**config.mk**
```make
export PLATFORM = sky130hd
export DESIGN_NAME = tcit_top
export DESIGN_NICKNAME = d
export VERILOG_FILES = /design/src/shared/tcit_pkg.sv /design/src/hw/tcit_top.sv /design/src/hw/tcit_sync.sv /design/src/hw/tcit_down_step.sv
export SDC_FILE = /design/constraint.sdc
export NUM_CORES = 1
export LEC_CHECK = 0
export BUFFER_PORTS_ARGS = -buffer_cell sky130_fd_sc_hd__buf_2
export CAP_MARGIN = 10
export CELL_PAD_IN_SITES_DETAIL_PLACEMENT = 1
export CELL_PAD_IN_SITES_GLOBAL_PLACEMENT = 1
export CORE_MARGIN = 1
export CORE_UTILIZATION = 51
export CTS_BUF_LIST = sky130_fd_sc_hd__clkbuf_4
export DETAILED_ROUTE_END_ITERATION = 6
export HOLD_SLACK_MARGIN = 0.08
export PLACE_DENSITY_LB_ADDON = 0.05
export SLEW_MARGIN = 20
export SYNTH_ARGS = -nofsm -noshare
export SYNTH_HDL_FRONTEND = slang
export SYNTH_SLANG_ARGS = --single-unit
```
**constraint.sdc**
```tcl
create_clock -name mclk -period 8.44 [get_ports mclk]
set_input_delay 1.266 -clock mclk [delete_from_list [all_inputs] [get_ports mclk]]
set_output_delay 1.266 -clock mclk [all_outputs]
set_load 0.01 [all_outputs]
```
**src/shared/tcit_pkg.sv**
```systemverilog
package tcit_pkg;

  // ----------------------------------------------------------------
  // Register map (printed offsets are indices, byte address = 4*idx)
  // ----------------------------------------------------------------
  localparam int unsigned ADDR_W    = 9;
  localparam logic [6:0]  IDX_CNT0  = 7'h40;
  localparam logic [6:0]  IDX_CNT1  = 7'h41;
  localparam logic [6:0]  IDX_CNT2  = 7'h42;
  localparam logic [6:0]  IDX_CTRL  = 7'h43;
  localparam int unsigned NUM_CH    = 3;
  localparam int unsigned CNT_W     = 16;

  // ----------------------------------------------------------------
  // Control word and status byte fields
  // ----------------------------------------------------------------
  localparam int unsigned CW_BCD    = 0;
  localparam int unsigned CW_MODE_L = 1;
  localparam int unsigned CW_RW_L   = 4;
  localparam int unsigned CW_SEL_L  = 6;
  localparam int unsigned RB_SEL_L  = 1;
  localparam int unsigned RB_STATUS = 4;
  localparam int unsigned RB_COUNT  = 5;
  localparam logic [1:0]  RW_LATCH  = 2'h0;
  localparam logic [1:0]  RW_LOW    = 2'h1;
  localparam logic [1:0]  RW_HIGH   = 2'h2;
  localparam logic [1:0]  RW_BOTH   = 2'h3;
  localparam logic [1:0]  SEL_RDBK  = 2'h3;
  localparam logic [3:0]  DIGIT_MAX = 4'h9;
  localparam logic [7:0]  CTRL_RST  = 8'h00;

  // Operating modes after decoding the three mode bits
  typedef enum logic [2:0] {
    M_TERM   = 3'b000,
    M_ONESH  = 3'b001,
    M_RATE   = 3'b010,
    M_SQUARE = 3'b011,
    M_SWSTRB = 3'b100,
    M_HWSTRB = 3'b101
  } tcit_mode_e;

  // Byte pointer of the low/high transfer sequence
  typedef enum logic {
    BYTE_LOW  = 1'b0,
    BYTE_HIGH = 1'b1
  } tcit_byte_e;

  // Stored control setting, laid out as status bits 5..0
  typedef struct packed {
    logic [1:0] rw;
    logic [2:0] mode_bits;
    logic       bcd;
  } tcit_ctrl_s;

  // Avalon-MM request side
  typedef struct packed {
    logic              read;
    logic              write;
    logic [ADDR_W-1:0] address;
    logic [31:0]       writedata;
    logic [3:0]        byteenable;
  } tcit_avs_req_s;

  function automatic tcit_mode_e tcit_decode_mode(input logic [2:0] b);
    if (b[1])
      return b[0] ? M_SQUARE : M_RATE;
    else if (b[2])
      return b[0] ? M_HWSTRB : M_SWSTRB;
    else
      return b[0] ? M_ONESH : M_TERM;
  endfunction : tcit_decode_mode

endpackage : tcit_pkg

```
**src/hw/tcit_top.sv**
```systemverilog
// The implementer's own choice: the Avalon-MM slave port.
`timescale 1ns/1ps
// How it works
// - three independent 16-bit binary or decimal counters
// - one shared timer clock drives all counters
// - first counter output feeds interrupt line zero
// - only third gate external; others held enabled
// - load or decrement on timer clock fall
// - loaded zero counts as full range
// - rate/square reload at end; others wrap
// - bytes collect in input latches, then load
// - software programs each counter before use
// - counters at 40h-42h, control word at 43h
// - control bit 0 selects decimal format
// - bits 1-3 give mode; latch ignores them
// - bits 7-6 counter, bits 5-4 command
// - new count accepted anytime in programmed format
// - latch freezes count until read or reprogram
// - repeated latch before read is ignored
// - read-back bits 1-3 select counters
// - read-back bit 4 low captures status
// - read-back bit 5 low captures count
// - status read first, then count bytes
// - status is output, null, rw, mode, format
// - null set on writes, cleared on load
module tcit_top
  import tcit_pkg::*;
(
  // Clock and reset
  input  wire logic                    mclk,
  input  wire logic                    rst_b,
  // Avalon-MM slave
  input  wire tcit_pkg::tcit_avs_req_s avs_req,
  output logic [31:0]                  avs_readdata,
  output logic                         avs_waitrequest,
  // Timer pins
  input  wire logic                    timer_clock_pin,
  input  wire logic                    third_gate_input,
  // Counter outputs
  output logic                         irq_line_zero,
  output logic                         counter_one_out,
  output logic                         counter_two_out
);

  import tcit_pkg::*;

  // ----------------------------------------------------------------
  // Pin synchronisers
  // ----------------------------------------------------------------
  logic tick;
  logic third_gate_input_lvl;
  logic third_gate_input_rise;

  tcit_sync u_clk_sync (
    .mclk     (mclk),
    .rst_b    (rst_b),
    .async_in (timer_clock_pin),
    .level    (),
    .rise     (),
    .fall     (tick)
  );

  tcit_sync u_gate_sync (
    .mclk     (mclk),
    .rst_b    (rst_b),
    .async_in (third_gate_input),
    .level    (third_gate_input_lvl),
    .rise     (third_gate_input_rise),
    .fall     ()
  );

  wire logic [NUM_CH-1:0] gate_lvl  = {third_gate_input_lvl, 2'b11};
  wire logic [NUM_CH-1:0] gate_rise = {third_gate_input_rise, 2'b00};

  // ----------------------------------------------------------------
  // Bus slave: one wait cycle, then the access edge
  // ----------------------------------------------------------------
  wire logic       req    = avs_req.read || avs_req.write;
  wire logic       acc    = req && !avs_waitrequest;
  wire logic       rd_acc = acc && avs_req.read;
  wire logic       wr_acc = acc && avs_req.write && avs_req.byteenable[0];
  wire logic [6:0] widx   = avs_req.address[ADDR_W-1:2];
  wire logic       align  = avs_req.address[1:0] == 2'b00;
  wire logic [7:0] wdat   = avs_req.writedata[7:0];

  // address decode of counters and control word
  wire logic       hit_ctrl = align && (widx == IDX_CTRL);
  wire logic [NUM_CH-1:0] hit_cnt;
  assign hit_cnt[0] = align && (widx == IDX_CNT0);
  assign hit_cnt[1] = align && (widx == IDX_CNT1);
  assign hit_cnt[2] = align && (widx == IDX_CNT2);

  wire logic       cw_wr  = wr_acc && hit_ctrl;
  wire logic [1:0] cw_sel = wdat[CW_SEL_L +: 2];
  wire logic [1:0] cw_rw  = wdat[CW_RW_L +: 2];

  logic [7:0] rd_byte [NUM_CH];
  logic [7:0] sel_byte;

  // Control word is write-only; unmapped reads return zero
  always_comb begin
    sel_byte = 8'h00;
    for (int k = 0; k < NUM_CH; k++) begin
      if (hit_cnt[k]) begin
        sel_byte = rd_byte[k];
      end
    end
  end

  // Waitrequest drops for one cycle per request; data is ready then
  always_ff @(posedge mclk) begin
    if (!rst_b) begin
      avs_waitrequest <= 1'b1;
      avs_readdata    <= 32'h0000_0000;
    end else begin
      avs_waitrequest <= !(req && avs_waitrequest);
      if (req && avs_waitrequest) begin
        avs_readdata <= {24'h00_0000, sel_byte};
      end
    end
  end

  // ----------------------------------------------------------------
  // Counter channels
  // ----------------------------------------------------------------
  logic [NUM_CH-1:0] out_w;

  for (genvar i = 0; i < NUM_CH; i++) begin : g_ch
    tcit_ctrl_s       ctrl;
    tcit_mode_e       mode;
    tcit_byte_e       wptr;
    tcit_byte_e       rptr;
    logic [7:0]       low_input_latch;
    logic [7:0]       high_input_latch;
    logic [CNT_W-1:0] ce;
    logic [CNT_W-1:0] olatch;
    logic [7:0]       status;
    logic             out;
    logic             null_cnt;
    logic             load_pend;
    logic             have_cnt;
    logic             loaded;
    logic             cnt_lat;
    logic             sts_lat;
    logic             trig;
    logic [CNT_W-1:0] dec1;
    logic [CNT_W-1:0] dec2;
    logic [CNT_W-1:0] next_ce;
    logic             next_out;
    logic             load_ce;

    wire logic gate = gate_lvl[i];
    wire logic [CNT_W-1:0] init = {high_input_latch, low_input_latch};

    // Command decode for this channel
    wire logic me     = cw_sel == 2'(i);
    wire logic prog   = cw_wr && me && (cw_rw != RW_LATCH);
    wire logic rb     = cw_wr && (cw_sel == SEL_RDBK) && wdat[RB_SEL_L + i];
    wire logic lat_c  = cw_wr && me && (cw_rw == RW_LATCH);
    // count capture when bit 5 is low
    wire logic rb_cnt = rb && !wdat[RB_COUNT];
    // status capture when bit 4 is low
    wire logic rb_sts = rb && !wdat[RB_STATUS];
    wire logic cnt_wr = wr_acc && hit_cnt[i];
    wire logic cnt_rd = rd_acc && hit_cnt[i];

    // any byte completing the programmed format
    wire logic done_wr = cnt_wr && ((ctrl.rw != RW_BOTH) ||
                                    (wptr == BYTE_HIGH));
    wire logic rd_high = (ctrl.rw == RW_HIGH) ||
                         ((ctrl.rw == RW_BOTH) && (rptr == BYTE_HIGH));
    wire logic [CNT_W-1:0] rd_val = cnt_lat ? olatch : ce;

    // status first, then count bytes in format
    assign rd_byte[i] = sts_lat ? status :
                        rd_high ? rd_val[15:8] : rd_val[7:0];
    assign out_w[i]   = out;

    // zero loads wrap through the full range
    // decimal format steers the down step
    tcit_down_step u_dec1 (
      .value  (ce),
      .bcd    (ctrl.bcd),
      .result (dec1)
    );

    tcit_down_step u_dec2 (
      .value  (dec1),
      .bcd    (ctrl.bcd),
      .result (dec2)
    );

    // Load on pending count, or on trigger for gated modes
    wire logic trig_mode = (mode == M_ONESH) || (mode == M_HWSTRB) ||
                           (mode == M_RATE)  || (mode == M_SQUARE);
    wire logic pend_mode = (mode == M_TERM)  || (mode == M_SWSTRB) ||
                           (((mode == M_RATE) || (mode == M_SQUARE)) &&
                            !loaded);
    wire logic load_now  = (load_pend && pend_mode) ||
                           (trig && have_cnt && trig_mode);

    // Next count and output at each timer clock fall
    always_comb begin
      next_ce  = ce;
      next_out = out;
      load_ce  = 1'b0;
      if (tick && load_now) begin
        // input latches move to the counter in one tick
        next_ce = init;
        load_ce = 1'b1;
        if (mode == M_ONESH) begin
          next_out = 1'b0;
        end else if (trig_mode) begin
          next_out = 1'b1;
        end
      end else if (tick && loaded) begin
        unique case (mode)
          M_TERM: begin
            if (gate) begin
              next_ce = dec1;
              if (dec1 == 16'h0000) begin
                next_out = 1'b1;
              end
            end
          end
          M_ONESH: begin
            next_ce = dec1;
            if (dec1 == 16'h0000) begin
              next_out = 1'b1;
            end
          end
          // rate and square modes reload at the end
          M_RATE: begin
            if (gate && (ce == 16'h0001)) begin
              next_ce  = init;
              load_ce  = 1'b1;
              next_out = 1'b1;
            end else if (gate) begin
              next_ce  = dec1;
              next_out = ce != 16'h0002;
            end
          end
          M_SQUARE: begin
            if (gate && ((ce == 16'h0002) || (ce == 16'h0001))) begin
              next_ce  = init;
              load_ce  = 1'b1;
              next_out = !out;
            end else if (gate) begin
              next_ce = dec2;
            end
          end
          M_SWSTRB: begin
            if (gate) begin
              next_ce  = dec1;
              next_out = dec1 != 16'h0000;
            end
          end
          M_HWSTRB: begin
            next_ce  = dec1;
            next_out = dec1 != 16'h0000;
          end
          default: begin
            next_ce = ce;
          end
        endcase
      end
      // A low gate forces the output high in rate and square modes
      if (((mode == M_RATE) || (mode == M_SQUARE)) && !gate) begin
        next_out = 1'b1;
      end
    end

    // Control register written by a read/write command
    always_ff @(posedge mclk) begin
      if (!rst_b) begin
        ctrl <= tcit_ctrl_s'(CTRL_RST[5:0]);
        mode <= M_TERM;
      end else if (prog) begin
        ctrl <= tcit_ctrl_s'(wdat[5:0]);
        // explicit decode of modes 4 and 5
        mode <= tcit_decode_mode(wdat[CW_MODE_L +: 3]);
      end
    end

    // count bytes follow the control word's format
    always_ff @(posedge mclk) begin
      if (!rst_b || prog) begin
        wptr             <= BYTE_LOW;
        low_input_latch  <= 8'h00;
        high_input_latch <= 8'h00;
        have_cnt         <= 1'b0;
      end else if (cnt_wr) begin
        unique case (ctrl.rw)
          RW_LOW: begin
            low_input_latch  <= wdat;
            high_input_latch <= 8'h00;
          end
          RW_HIGH: begin
            low_input_latch  <= 8'h00;
            high_input_latch <= wdat;
          end
          RW_BOTH: begin
            if (wptr == BYTE_LOW) begin
              low_input_latch <= wdat;
            end else begin
              high_input_latch <= wdat;
            end
            wptr <= (wptr == BYTE_LOW) ? BYTE_HIGH : BYTE_LOW;
          end
          default: begin
            wptr <= BYTE_LOW;
          end
        endcase
        have_cnt <= have_cnt || done_wr;
      end
    end

    // Counting element, output level and load bookkeeping
    always_ff @(posedge mclk) begin
      if (!rst_b) begin
        ce     <= 16'h0000;
        out    <= 1'b0;
        loaded <= 1'b0;
      end else if (prog) begin
        out    <= tcit_decode_mode(wdat[CW_MODE_L +: 3]) != M_TERM;
        loaded <= 1'b0;
      end else begin
        ce     <= next_ce;
        loaded <= loaded || load_ce;
        out    <= (done_wr && (mode == M_TERM)) ? 1'b0 : next_out;
      end
    end

    // writes set null count and win over a load
    always_ff @(posedge mclk) begin
      if (!rst_b) begin
        null_cnt  <= 1'b0;
        load_pend <= 1'b0;
        trig      <= 1'b0;
      end else begin
        null_cnt  <= prog || cnt_wr || (null_cnt && !load_ce);
        load_pend <= !prog && (done_wr || (load_pend && !load_ce));
        trig      <= gate_rise[i] || (trig && !tick);
      end
    end

    // output latch holds until read or reprogram
    // a second latch before the read is ignored
    always_ff @(posedge mclk) begin
      if (!rst_b || prog) begin
        olatch  <= 16'h0000;
        cnt_lat <= 1'b0;
        rptr    <= BYTE_LOW;
      end else if ((lat_c || rb_cnt) && !cnt_lat) begin
        olatch  <= ce;
        cnt_lat <= 1'b1;
      end else if (cnt_rd && !sts_lat) begin
        if (ctrl.rw == RW_BOTH) begin
          rptr    <= (rptr == BYTE_LOW) ? BYTE_HIGH : BYTE_LOW;
          cnt_lat <= cnt_lat && (rptr == BYTE_LOW);
        end else begin
          cnt_lat <= 1'b0;
        end
      end
    end

    // status layout is out, null, then control bits
    always_ff @(posedge mclk) begin
      if (!rst_b || prog) begin
        status  <= 8'h00;
        sts_lat <= 1'b0;
      end else if (rb_sts && !sts_lat) begin
        status  <= {out, null_cnt, ctrl};
        sts_lat <= 1'b1;
      end else if (cnt_rd) begin
        sts_lat <= 1'b0;
      end
    end
  end

  // ----------------------------------------------------------------
  // Outputs
  // ----------------------------------------------------------------
  // first counter drives interrupt line zero
  assign irq_line_zero   = out_w[0];
  assign counter_one_out = out_w[1];
  assign counter_two_out = out_w[2];

endmodule : tcit_top

```
**src/hw/tcit_sync.sv**
```systemverilog
`timescale 1ns/1ps
// Three-stage pin synchroniser; a change counts once stages 2 and 3 agree
module tcit_sync (
  // Clock and reset
  input  wire logic mclk,
  input  wire logic rst_b,
  // Pin and clean result
  input  wire logic async_in,
  output logic      level,
  output logic      rise,
  output logic      fall
);

  logic       s1;
  logic       s2;
  logic       s3;
  logic [2:0] fill;
  logic       seeded;
  wire logic  agree = s2 == s3;

  // Stage 1 feeds stage 2 only, to keep metastability contained
  // The first agreed level after reset is taken without an edge, so an
  // idle-high pin is not mistaken for a rise when reset lets go
  always_ff @(posedge mclk) begin
    if (!rst_b) begin
      s1     <= 1'b0;
      s2     <= 1'b0;
      s3     <= 1'b0;
      fill   <= 3'h0;
      seeded <= 1'b0;
      level  <= 1'b0;
      rise   <= 1'b0;
      fall   <= 1'b0;
    end else begin
      s1     <= async_in;
      s2     <= s1;
      s3     <= s2;
      fill   <= {fill[1:0], 1'b1};
      rise   <= seeded && agree && s3 && !level;
      fall   <= seeded && agree && !s3 && level;
      if (agree && (seeded || fill[2])) begin
        level  <= s3;
        seeded <= 1'b1;
      end
    end
  end

endmodule : tcit_sync

```
**src/hw/tcit_down_step.sv**
```systemverilog
`timescale 1ns/1ps
// One down step of a 16-bit count, binary or four decimal digits
module tcit_down_step
  import tcit_pkg::*;
(
  // Operand and format
  input  wire logic [CNT_W-1:0] value,
  input  wire logic             bcd,
  // Decremented value, wrapping through zero
  output logic [CNT_W-1:0]      result
);

  logic [4:0]       borrow;
  logic [CNT_W-1:0] bcd_res;

  assign borrow[0] = 1'b1;

  // Digit borrow chain; 0000 wraps to 9999 by itself
  for (genvar d = 0; d < 4; d++) begin : g_digit
    wire logic [3:0] dig = value[4*d +: 4];
    assign bcd_res[4*d +: 4] = !borrow[d] ? dig :
                               (dig == 4'h0) ? DIGIT_MAX : dig - 4'h1;
    assign borrow[d+1] = borrow[d] && (dig == 4'h0);
  end

  // Binary wraps to ffff the same way
  assign result = bcd ? bcd_res : value - 16'h0001;

endmodule : tcit_down_step

```
==> reports/results.ini, run 1 <==
[cts]
htree_num_levels = 3
clockBufferDepth = 3
cts.clk_slew.worst_paths_ps = 60
clk_latency_ps = 700
cts.sinks = 243
post_cts_resized = 0
clockRootBuffer = clkbuf_4
ctsHoldBuffers = 0
cts_buffers = 69
cts_tree = yes
cts_setup_buffers = 0

[setup_path]
cp.arrival_ps = 5160
path_cells = inv_1 -> ha_1 -> nand4bb_1 -> nand2_1 -> inv_1 -> ha_1 -> nor3b_1 -> a31oi_1 -> or4_1 -> or3b_4 -> nor3_1 -> o211ai_1 -> a311oi_1
path_buf_inv = 2
worst_ep_required_time_ps = 9040
cp-end-kind = flip-flop
critPathKind = reg2reg
crit_slowest_cell = dfxtp_1
critPathMaxStageDelay_ps = 750
crit_family = simple AND/OR/NAND/NOR gates
path_max_fanout = 16
setup.worst_path.start_class = flip-flop

[die]
dieArea_um2 = 32300
rows = 64
fp.dieH_um = 180
die_w_um = 180
core_area_um2 = 30800
ios = 87
start_util_pct = 52.2

[sta]
setup_tns_ps = 0
finalSetupViolations = 0
timing.final.crit_share_pct = 54.0
period_needed_ps = 4560
relSlewSlack_pct = 25.0
rsz0062_at_grt = false
drv_slew = 0
clock.fmax_mhz = 219
final.setup.worst_slack_ps = 3880
finalHoldViolations = 0
fin_worst_skew_ps = 33.1
worstMarginPinSlew_ps = 1110

[route]
dr.first_iter.drc_count = 1495
post-route-drc-count = 13
viasPerCell = 6.69
avgRoutedWirePerCell_um = 23.7
route.met3.wl_um = 3820
wl_met1_um = 25300
highest_layer = met4
dr_total_vias = 17000
wirelength_um = 60300
firstDrtPassIters = 7
ant_nets = 0
dr_wl_met2_um = 28200

[synth]
ys_types = 90
synth_xor_area_share_pct = 2.56
avgSynthCellArea_um2 = 7.56
synth_area_um2 = 16100
synth_seq_cells = 243
synthMuxAreaShare_pct = 8.10
yosys.area_share.simple_pct = 26.5
synth_ff_type = dfxtp_1
async_reset_ff_share_pct = 0
synth_edf_count = 0
ys_warn_count = 0
synth_top_family_by_area = simple AND/OR/NAND/NOR gates
ys_seq_area_share_pct = 30.2
synth_compound_area_share_pct = 24.3
synth_cells = 2131
synth_fa_ha_area_share_pct = 2.41

[power_and_ir_drop]
vdd_drop_max_uv = 106
p_switching_uw = 604
p_per_area_nw_per_um2 = 134
switching_share_pct = 26.3
leakagePower_uw = 0.00597
p_seq_share_pct = 50.3
clkPwrFrac_pct = 46.4
p_int_uw = 1690
combPwrFrac_pct = 3.2

[placement]
dpl_worst_slack_ps = 3640
place.gp.congestion = 0.953
dp_hpwl_um = 42900
portBuffers = 35

[run]
cap_violations = 0

[cells_and_area]
fillers = 3936
drive_gt1_share_pct = 11.0
final_nets = 2184
syn2layout_area_growth_pct = 6.21

[global_route]
grt_pass1_vias = 16900
antenna_found_initial = 1
grt_max_degree = 59
grt_pass1_wl_um = 94200
grtUsageTotal_pct = 36.7
grt-ovfl-total = 0

[run_status]
violations = design-rule violations
status = finished, violations left

[hold_path]
hold_path.class = reg2reg

stage by stage:
| stage | area [um2] | hold WS (ps) | instances | power [uW] | utilization (%) |
|---|---|---|---|---|---|
| finish | 17100 | 453 | 2544 | 2300 | 55.5 |
| global route | 17100 | 478 | 2544 | 2370 | 55.5 |
| CTS | 17100 | 452 | 2542 | 2310 | 55.4 |
| detailed placement | 16300 | 431 | 2426 | 1250 | 52.8 |
| global placement | 16300 | 415 | 2426 | 1250 | 52.8 |
| floorplan | 16200 | 412 | 2154 | 1230 | - |
layout by cell type (no fill, tap or decap), drive strengths merged, types with 24 or more instances in the layout:
| cell | instances |
|---|---|
| mux4 | 24 |
| nor2b | 25 |
| nand2 | 276 |
| or3 | 26 |
| o21ai | 99 |
| mux2i | 74 |
| dfxtp | 243 |
| nor3 | 66 |
| o31ai | 24 |
| xnor2 | 33 |
| nand3 | 60 |
| conb | 24 |
| a21oi | 233 |
| ha | 31 |
| a211oi | 27 |
| clkbuf | 97 |
| buf | 61 |
| nor2 | 218 |
| inv | 44 |
| nor4 | 39 |
| o211ai | 27 |
sequential cells by signal, indices dropped and copies added, names as in the netlist, 2 cells and up:
signal and cells:
g_ch.ctrl 18, g_ch.olatch 48, g_ch.status 24, g_ch.cnt_lat 3
g_ch.mode 3, g_ch.trig 3, g_ch.null_cnt 3, g_ch.low_input_latch 24
g_ch.have_cnt 3, g_ch.ce 48, g_ch.high_input_latch 24, g_ch.wptr 3
g_ch.load_pend 3, g_ch.loaded 3, g_ch.sts_lat 3, u_clk_sync.fill 2
g_ch.rptr 3, avs_readdata 8
cells by family (layout without fill, tap and decap cells):
logic type	count (synthesis)	in the layout
simple gates	874	874
compound gates	609	609
flops	243	243
buf+inv	226	219
mux	100	100
xor+xnor	47	47
fa+ha+maj	31	31
other cells	1	25
cells in the mapped netlist, types with 21 or more instances:
master / instances / area [um2]
clkbuf_1: 122 / 458
mux2i_1: 74 / 741
mux4_2: 24 / 541
nor2_1: 218 / 818
o31ai_1: 24 / 180
a221oi_1: 21 / 184
buf_4: 24 / 180
nor3_1: 65 / 325
inv_1: 41 / 154
ha_1: 31 / 388
nand3_1: 60 / 300
nand2_1: 276 / 1040
xnor2_1: 33 / 289
a31oi_1: 23 / 144
buf_1: 27 / 101
nor2b_1: 25 / 156
o21ai_0: 92 / 460
nor4_1: 35 / 219
dfxtp_1: 243 / 4860
nand2b_1: 21 / 131
a21oi_1: 233 / 1170
a211oi_1: 26 / 195
or3_1: 26 / 163
o211ai_1: 27 / 203
power by group through the flow:
stage | clock, uW | combinational [uW] | sequential [uW]
floorplan | 0 | 46.7 | 1180
global placement | 0 | 70.5 | 1180
detailed placement | 0 | 71.8 | 1180
CTS | 1080 | 72.2 | 1160
global route | 1140 | 77.6 | 1160
finish | 1070 | 74.3 | 1160
routing by layer:
metal | vias to the layer above | global-route usage, %
met5 | - | 0
met4 | 0 | 19.2
met3 | 215 | 5.67
met2 | 694 | 60.9
met1 | 8402 | 46.2
li1 | 7711 | -
worst min-delay path: stages, from the launching register on:
cell and delay (ps):
dfxtp_1 310, nand2_1 50, a21oi_1 50
area by class of cell:
| cell class | count | area, um2 | area share [%] |
|---|---|---|---|
| inverter | 41 | 154 | 0.900 |
| clock buffer | 96 | 721 | 4.21 |
| clock inverter | 20 | 88.8 | 0.519 |
| multi-input combinational | 1685 | 10400 | 60.8 |
| antenna | 1 | 2.50 | 0.0146 |
| sequential | 243 | 4860 | 28.4 |
| tap | 396 | 495 | 2.90 |
| timing repair buffer | 62 | 378 | 2.21 |
final timing paths:
path,to,slack [ps],cells past startpoint,from
max reg2reg,g_ch[2].ce[13],3880,13,g_ch[2].ce[0]
min reg2reg,g_ch[2].olatch[2],450,2,g_ch[2].olatch[2]
min,g_ch[2].olatch[2],450,2,g_ch[2].olatch[2]
max,g_ch[2].ce[13],3880,13,g_ch[2].ce[0]
Power figures use the tool's default switching activity.
==> run 2: changes to the inputs <==
--- a/config.mk
+++ b/config.mk
@@ -5,12 +5,13 @@
 export SDC_FILE = /design/constraint.sdc
 export NUM_CORES = 1
 export LEC_CHECK = 0
+export ABC_AREA = 1
 export BUFFER_PORTS_ARGS = -buffer_cell sky130_fd_sc_hd__buf_2
 export CAP_MARGIN = 10
 export CELL_PAD_IN_SITES_DETAIL_PLACEMENT = 1
 export CELL_PAD_IN_SITES_GLOBAL_PLACEMENT = 1
 export CORE_MARGIN = 1
-export CORE_UTILIZATION = 51
+export CORE_UTILIZATION = 41
 export CTS_BUF_LIST = sky130_fd_sc_hd__clkbuf_4
 export DETAILED_ROUTE_END_ITERATION = 6
 export HOLD_SLACK_MARGIN = 0.08
==> constraint.sdc (replaced) <==
create_clock -name mclk -period 3.75 [get_ports mclk]
set_input_delay 0.5625 -clock mclk [delete_from_list [all_inputs] [get_ports mclk]]
set_output_delay 0.5625 -clock mclk [all_outputs]
set_load 0.01 [all_outputs]
==> run 2 against run 1 <==
The run now ends clean. Worst hold slack lost 250 ps. Die area up 31%. Global-route usage shrank 5.9 points. Utilization decreased by 10 points. Sequential cell count unchanged. Synthesized area increased by 5.2%. Routed wire length grew 7.3%. Final cell count increased by 31%. Clock skew increased by 46 ps. Largest power group is now clock. Highest routed layer unchanged.
==> reports/results.ini, run 2 <==
[run_status]
status = finished clean

[run]
cap_violations = 0

[synth]
avgSynthCellArea_um2 = 6.30
ys_types = 57
ys_seq_area_share_pct = 28.7
synth_area_um2 = 16900
synth_top_area_share_pct = 28.7
ys_warn_count = 0
synth_most_common_cell = nand2_1
synth_top_family_by_area = simple AND/OR/NAND/NOR gates
synthMuxAreaShare_pct = 0
synth_xor_area_share_pct = 0.871
synth_ff_type = dfxtp_1
async_reset_ff_share_pct = 0
synth_commonest_cells = nand2_1 (605), inv_1 (290), o21ai_0 (269)
yosysTopAreaCell = dfxtp_1
synth_edf_count = 0
synth.top_cells.by_area = dfxtp_1 (29%), nand2_1 (13%), o21ai_0 (7.9%)
synth_compound_area_share_pct = 25.1
synth_fa_ha_area_share_pct = 2.29
synth_cells = 2688
yosys.area_share.simple_pct = 32.0
synth_seq_cells = 243

[die]
rows = 74
core_area_um2 = 40800
die_w_um = 205
start_util_pct = 41.5
dieArea_um2 = 42100
ios = 87
fp.dieH_um = 205

[setup_path]
reg2reg_slack_ps = 590
rr_endpoint = counter_one_out
cp-end-kind = flip-flop
cp.arrival_ps = 3780
r2r-start = g_ch[1].ce[0]
path_cells = inv_1 -> ha_1 -> nand2_1 -> nor2_2 -> nand4_1 -> nand2_1 -> nand2_1 -> nand2_1 -> ha_1 -> nand2_1 -> nor2_1 -> nand2_1 -> nand4_1 -> nand2_1 -> nand2_1 -> o21ai_1 -> a21oi_1
worst_ep_required_time_ps = 4370
crit_family = simple AND/OR/NAND/NOR gates
critPathMaxStageDelay_ps = 390
path_buf_inv = 1
setup.worst_path.start_class = flip-flop
critPathKind = reg2reg
path_max_fanout = 7
cp_common_cell = nand2_1
crit_slowest_cell = dfxtp_1
rr_worst_depth = 17

[route]
ant_nets = 0
firstDrtPassIters = 5
avgRoutedWirePerCell_um = 19.5
dr.first_iter.drc_count = 1247
wirelength_um = 64800
dr_total_vias = 18800
viasPerCell = 5.66
post-route-drc-count = 0

[cells_and_area]
drive_gt1_share_pct = 12.4
syn2layout_area_growth_pct = 9.17
reg_top3 = g_ch.ce (48), g_ch.olatch (48)
final_nets = 2820
post-route-util_pct = 45.3
final_area_um2 = 18500
final_cell_mix = nand2_1 (605), inv_1 (289), o21ai_0 (269), a21oi_1 (258), dfxtp_1 (243)
layout_commonest_cell = nand2_1

[sta]
finalSetupViolations = 0
setup_tns_ps = 0
drv_slew = 0
final.setup.worst_slack_ps = 589
worstMarginPinSlew_ps = 1010
period_needed_ps = 3160
finalHoldViolations = 0
clock.fmax_mhz = 316
fin_worst_skew_ps = 78.6
rsz0062_at_grt = false
relSlewSlack_pct = 32.9
timing.final.crit_share_pct = 84.3

[placement]
dp_hpwl_um = 49400
portBuffers = 35
place.gp.congestion = 0.883
dpl_worst_slack_ps = 555
placed_area_um2 = 17600

[global_route]
grt-ovfl-total = 0
grt_pass1_vias = 18500
busiest_layer = met2
antenna_found_initial = 2
grtUsageMet1_pct = 41.9
grtUsageMet3_pct = 4.56
grt_max_degree = 51
grt_pass1_wl_um = 102000
grtUsageTotal_pct = 30.8
grt_use_met2_pct = 48.5

[hold_path]
hold_path.class = in2reg
hold_path_startpoint = avs_req[7]
min_to = g_ch[0].high_input_latch[3]
hold_path_depth = 3

[cts]
cts.clk_slew.worst_paths_ps = 70
clk_latency_ps = 770
clockRootBuffer = clkbuf_4
cts.sinks = 243
clockBufferDepth = 3
cts_tree = yes
htree_num_levels = 3
cts_buffers = 73
post_cts_resized = 0

[power_and_ir_drop]
vdd_drop_max_uv = 249
p_per_area_nw_per_um2 = 294
design_power_total_uw = 5430
leakagePower_uw = 0.00808

run 2: changes by cell type after synthesis, moves of 32 or more:
cell	change
nor3_1	-32
o21ai_0	+177
clkbuf_1	-62
nand2_2	+43
nand3_1	+116
a211oi_1	+34
xnor2_1	-32
mux2i_1	-74
nand2_1	+329
inv_1	+249
run 2: repair_timing:
item / CTS / global route
setup buffers: 0 / 0
hold endpoints to repair: 2 / 0
endpoints found under the setup margin: 0 / 0
hold buffers: 2 / 0
run 2: worst max path at each step:
stage / cells past startpoint / endpoint / slack [ps] / startpoint
detailed placement: 11 / g_ch[0].high_input_latch[4] / 560 / avs_req[45]
CTS: 19 / g_ch[0].ce[12] / 640 / g_ch[0].ce[0]
floorplan: 20 / g_ch[2].ce[14] / 1300 / g_ch[2].ce[0]
global route: 16 / counter_one_out / 240 / g_ch[1].ce[0]
finish: 17 / counter_one_out / 590 / g_ch[1].ce[0]
global placement: 11 / g_ch[0].high_input_latch[2] / 570 / avs_req[45]
run 2: power by group:
part	internal [uW]	switching, uW
Combinational	44.0	145
Sequential	2590	7.51
Clock	1340	1290
run 2: metal layers:
layer / wire length (um) / vias to the layer above
li1: - / 9119
met2: 28700 / 462
met1: 30500 / 9079
met3: 3220 / 143
met5: 0 / -
met4: 2330 / 0
run 2: logic make-up after synthesis:
| group | Yosys count |
|---|---|
| buffers and inverters | 452 |
| adder cells (fa/ha/maj) | 31 |
| other | 1 |
| XOR/XNOR | 16 |
| AO/OA/AOI/OAI | 746 |
| flip-flops | 243 |
| AND/OR/NAND/NOR | 1199 |
run 2: area by class of cell:
| class | count | area (um2) |
|---|---|---|
| timing repair buffer | 75 | 505 |
| clock inverter | 25 | 146 |
| tap | 532 | 666 |
| clock buffer | 103 | 773 |
| inverter | 329 | 1240 |
| multi-input combinational | 2016 | 10300 |
| sequential | 243 | 4860 |
| fill | 5590 | 22300 |
| antenna | 1 | 2.50 |
run 2: metrics by stage:
step / hold slack [ps] / std cells
final: 208 / 3324
after global routing: 160 / 3324
after CTS: 128 / 3323
after detailed placement: 403 / 3193
after global placement: 395 / 3193
after floorplan: 390 / 2711
run 2: tightest hold or removal path: stages:
cell	delay (ps)
buf_2	180
nand2_1	100
a211oi_1	60
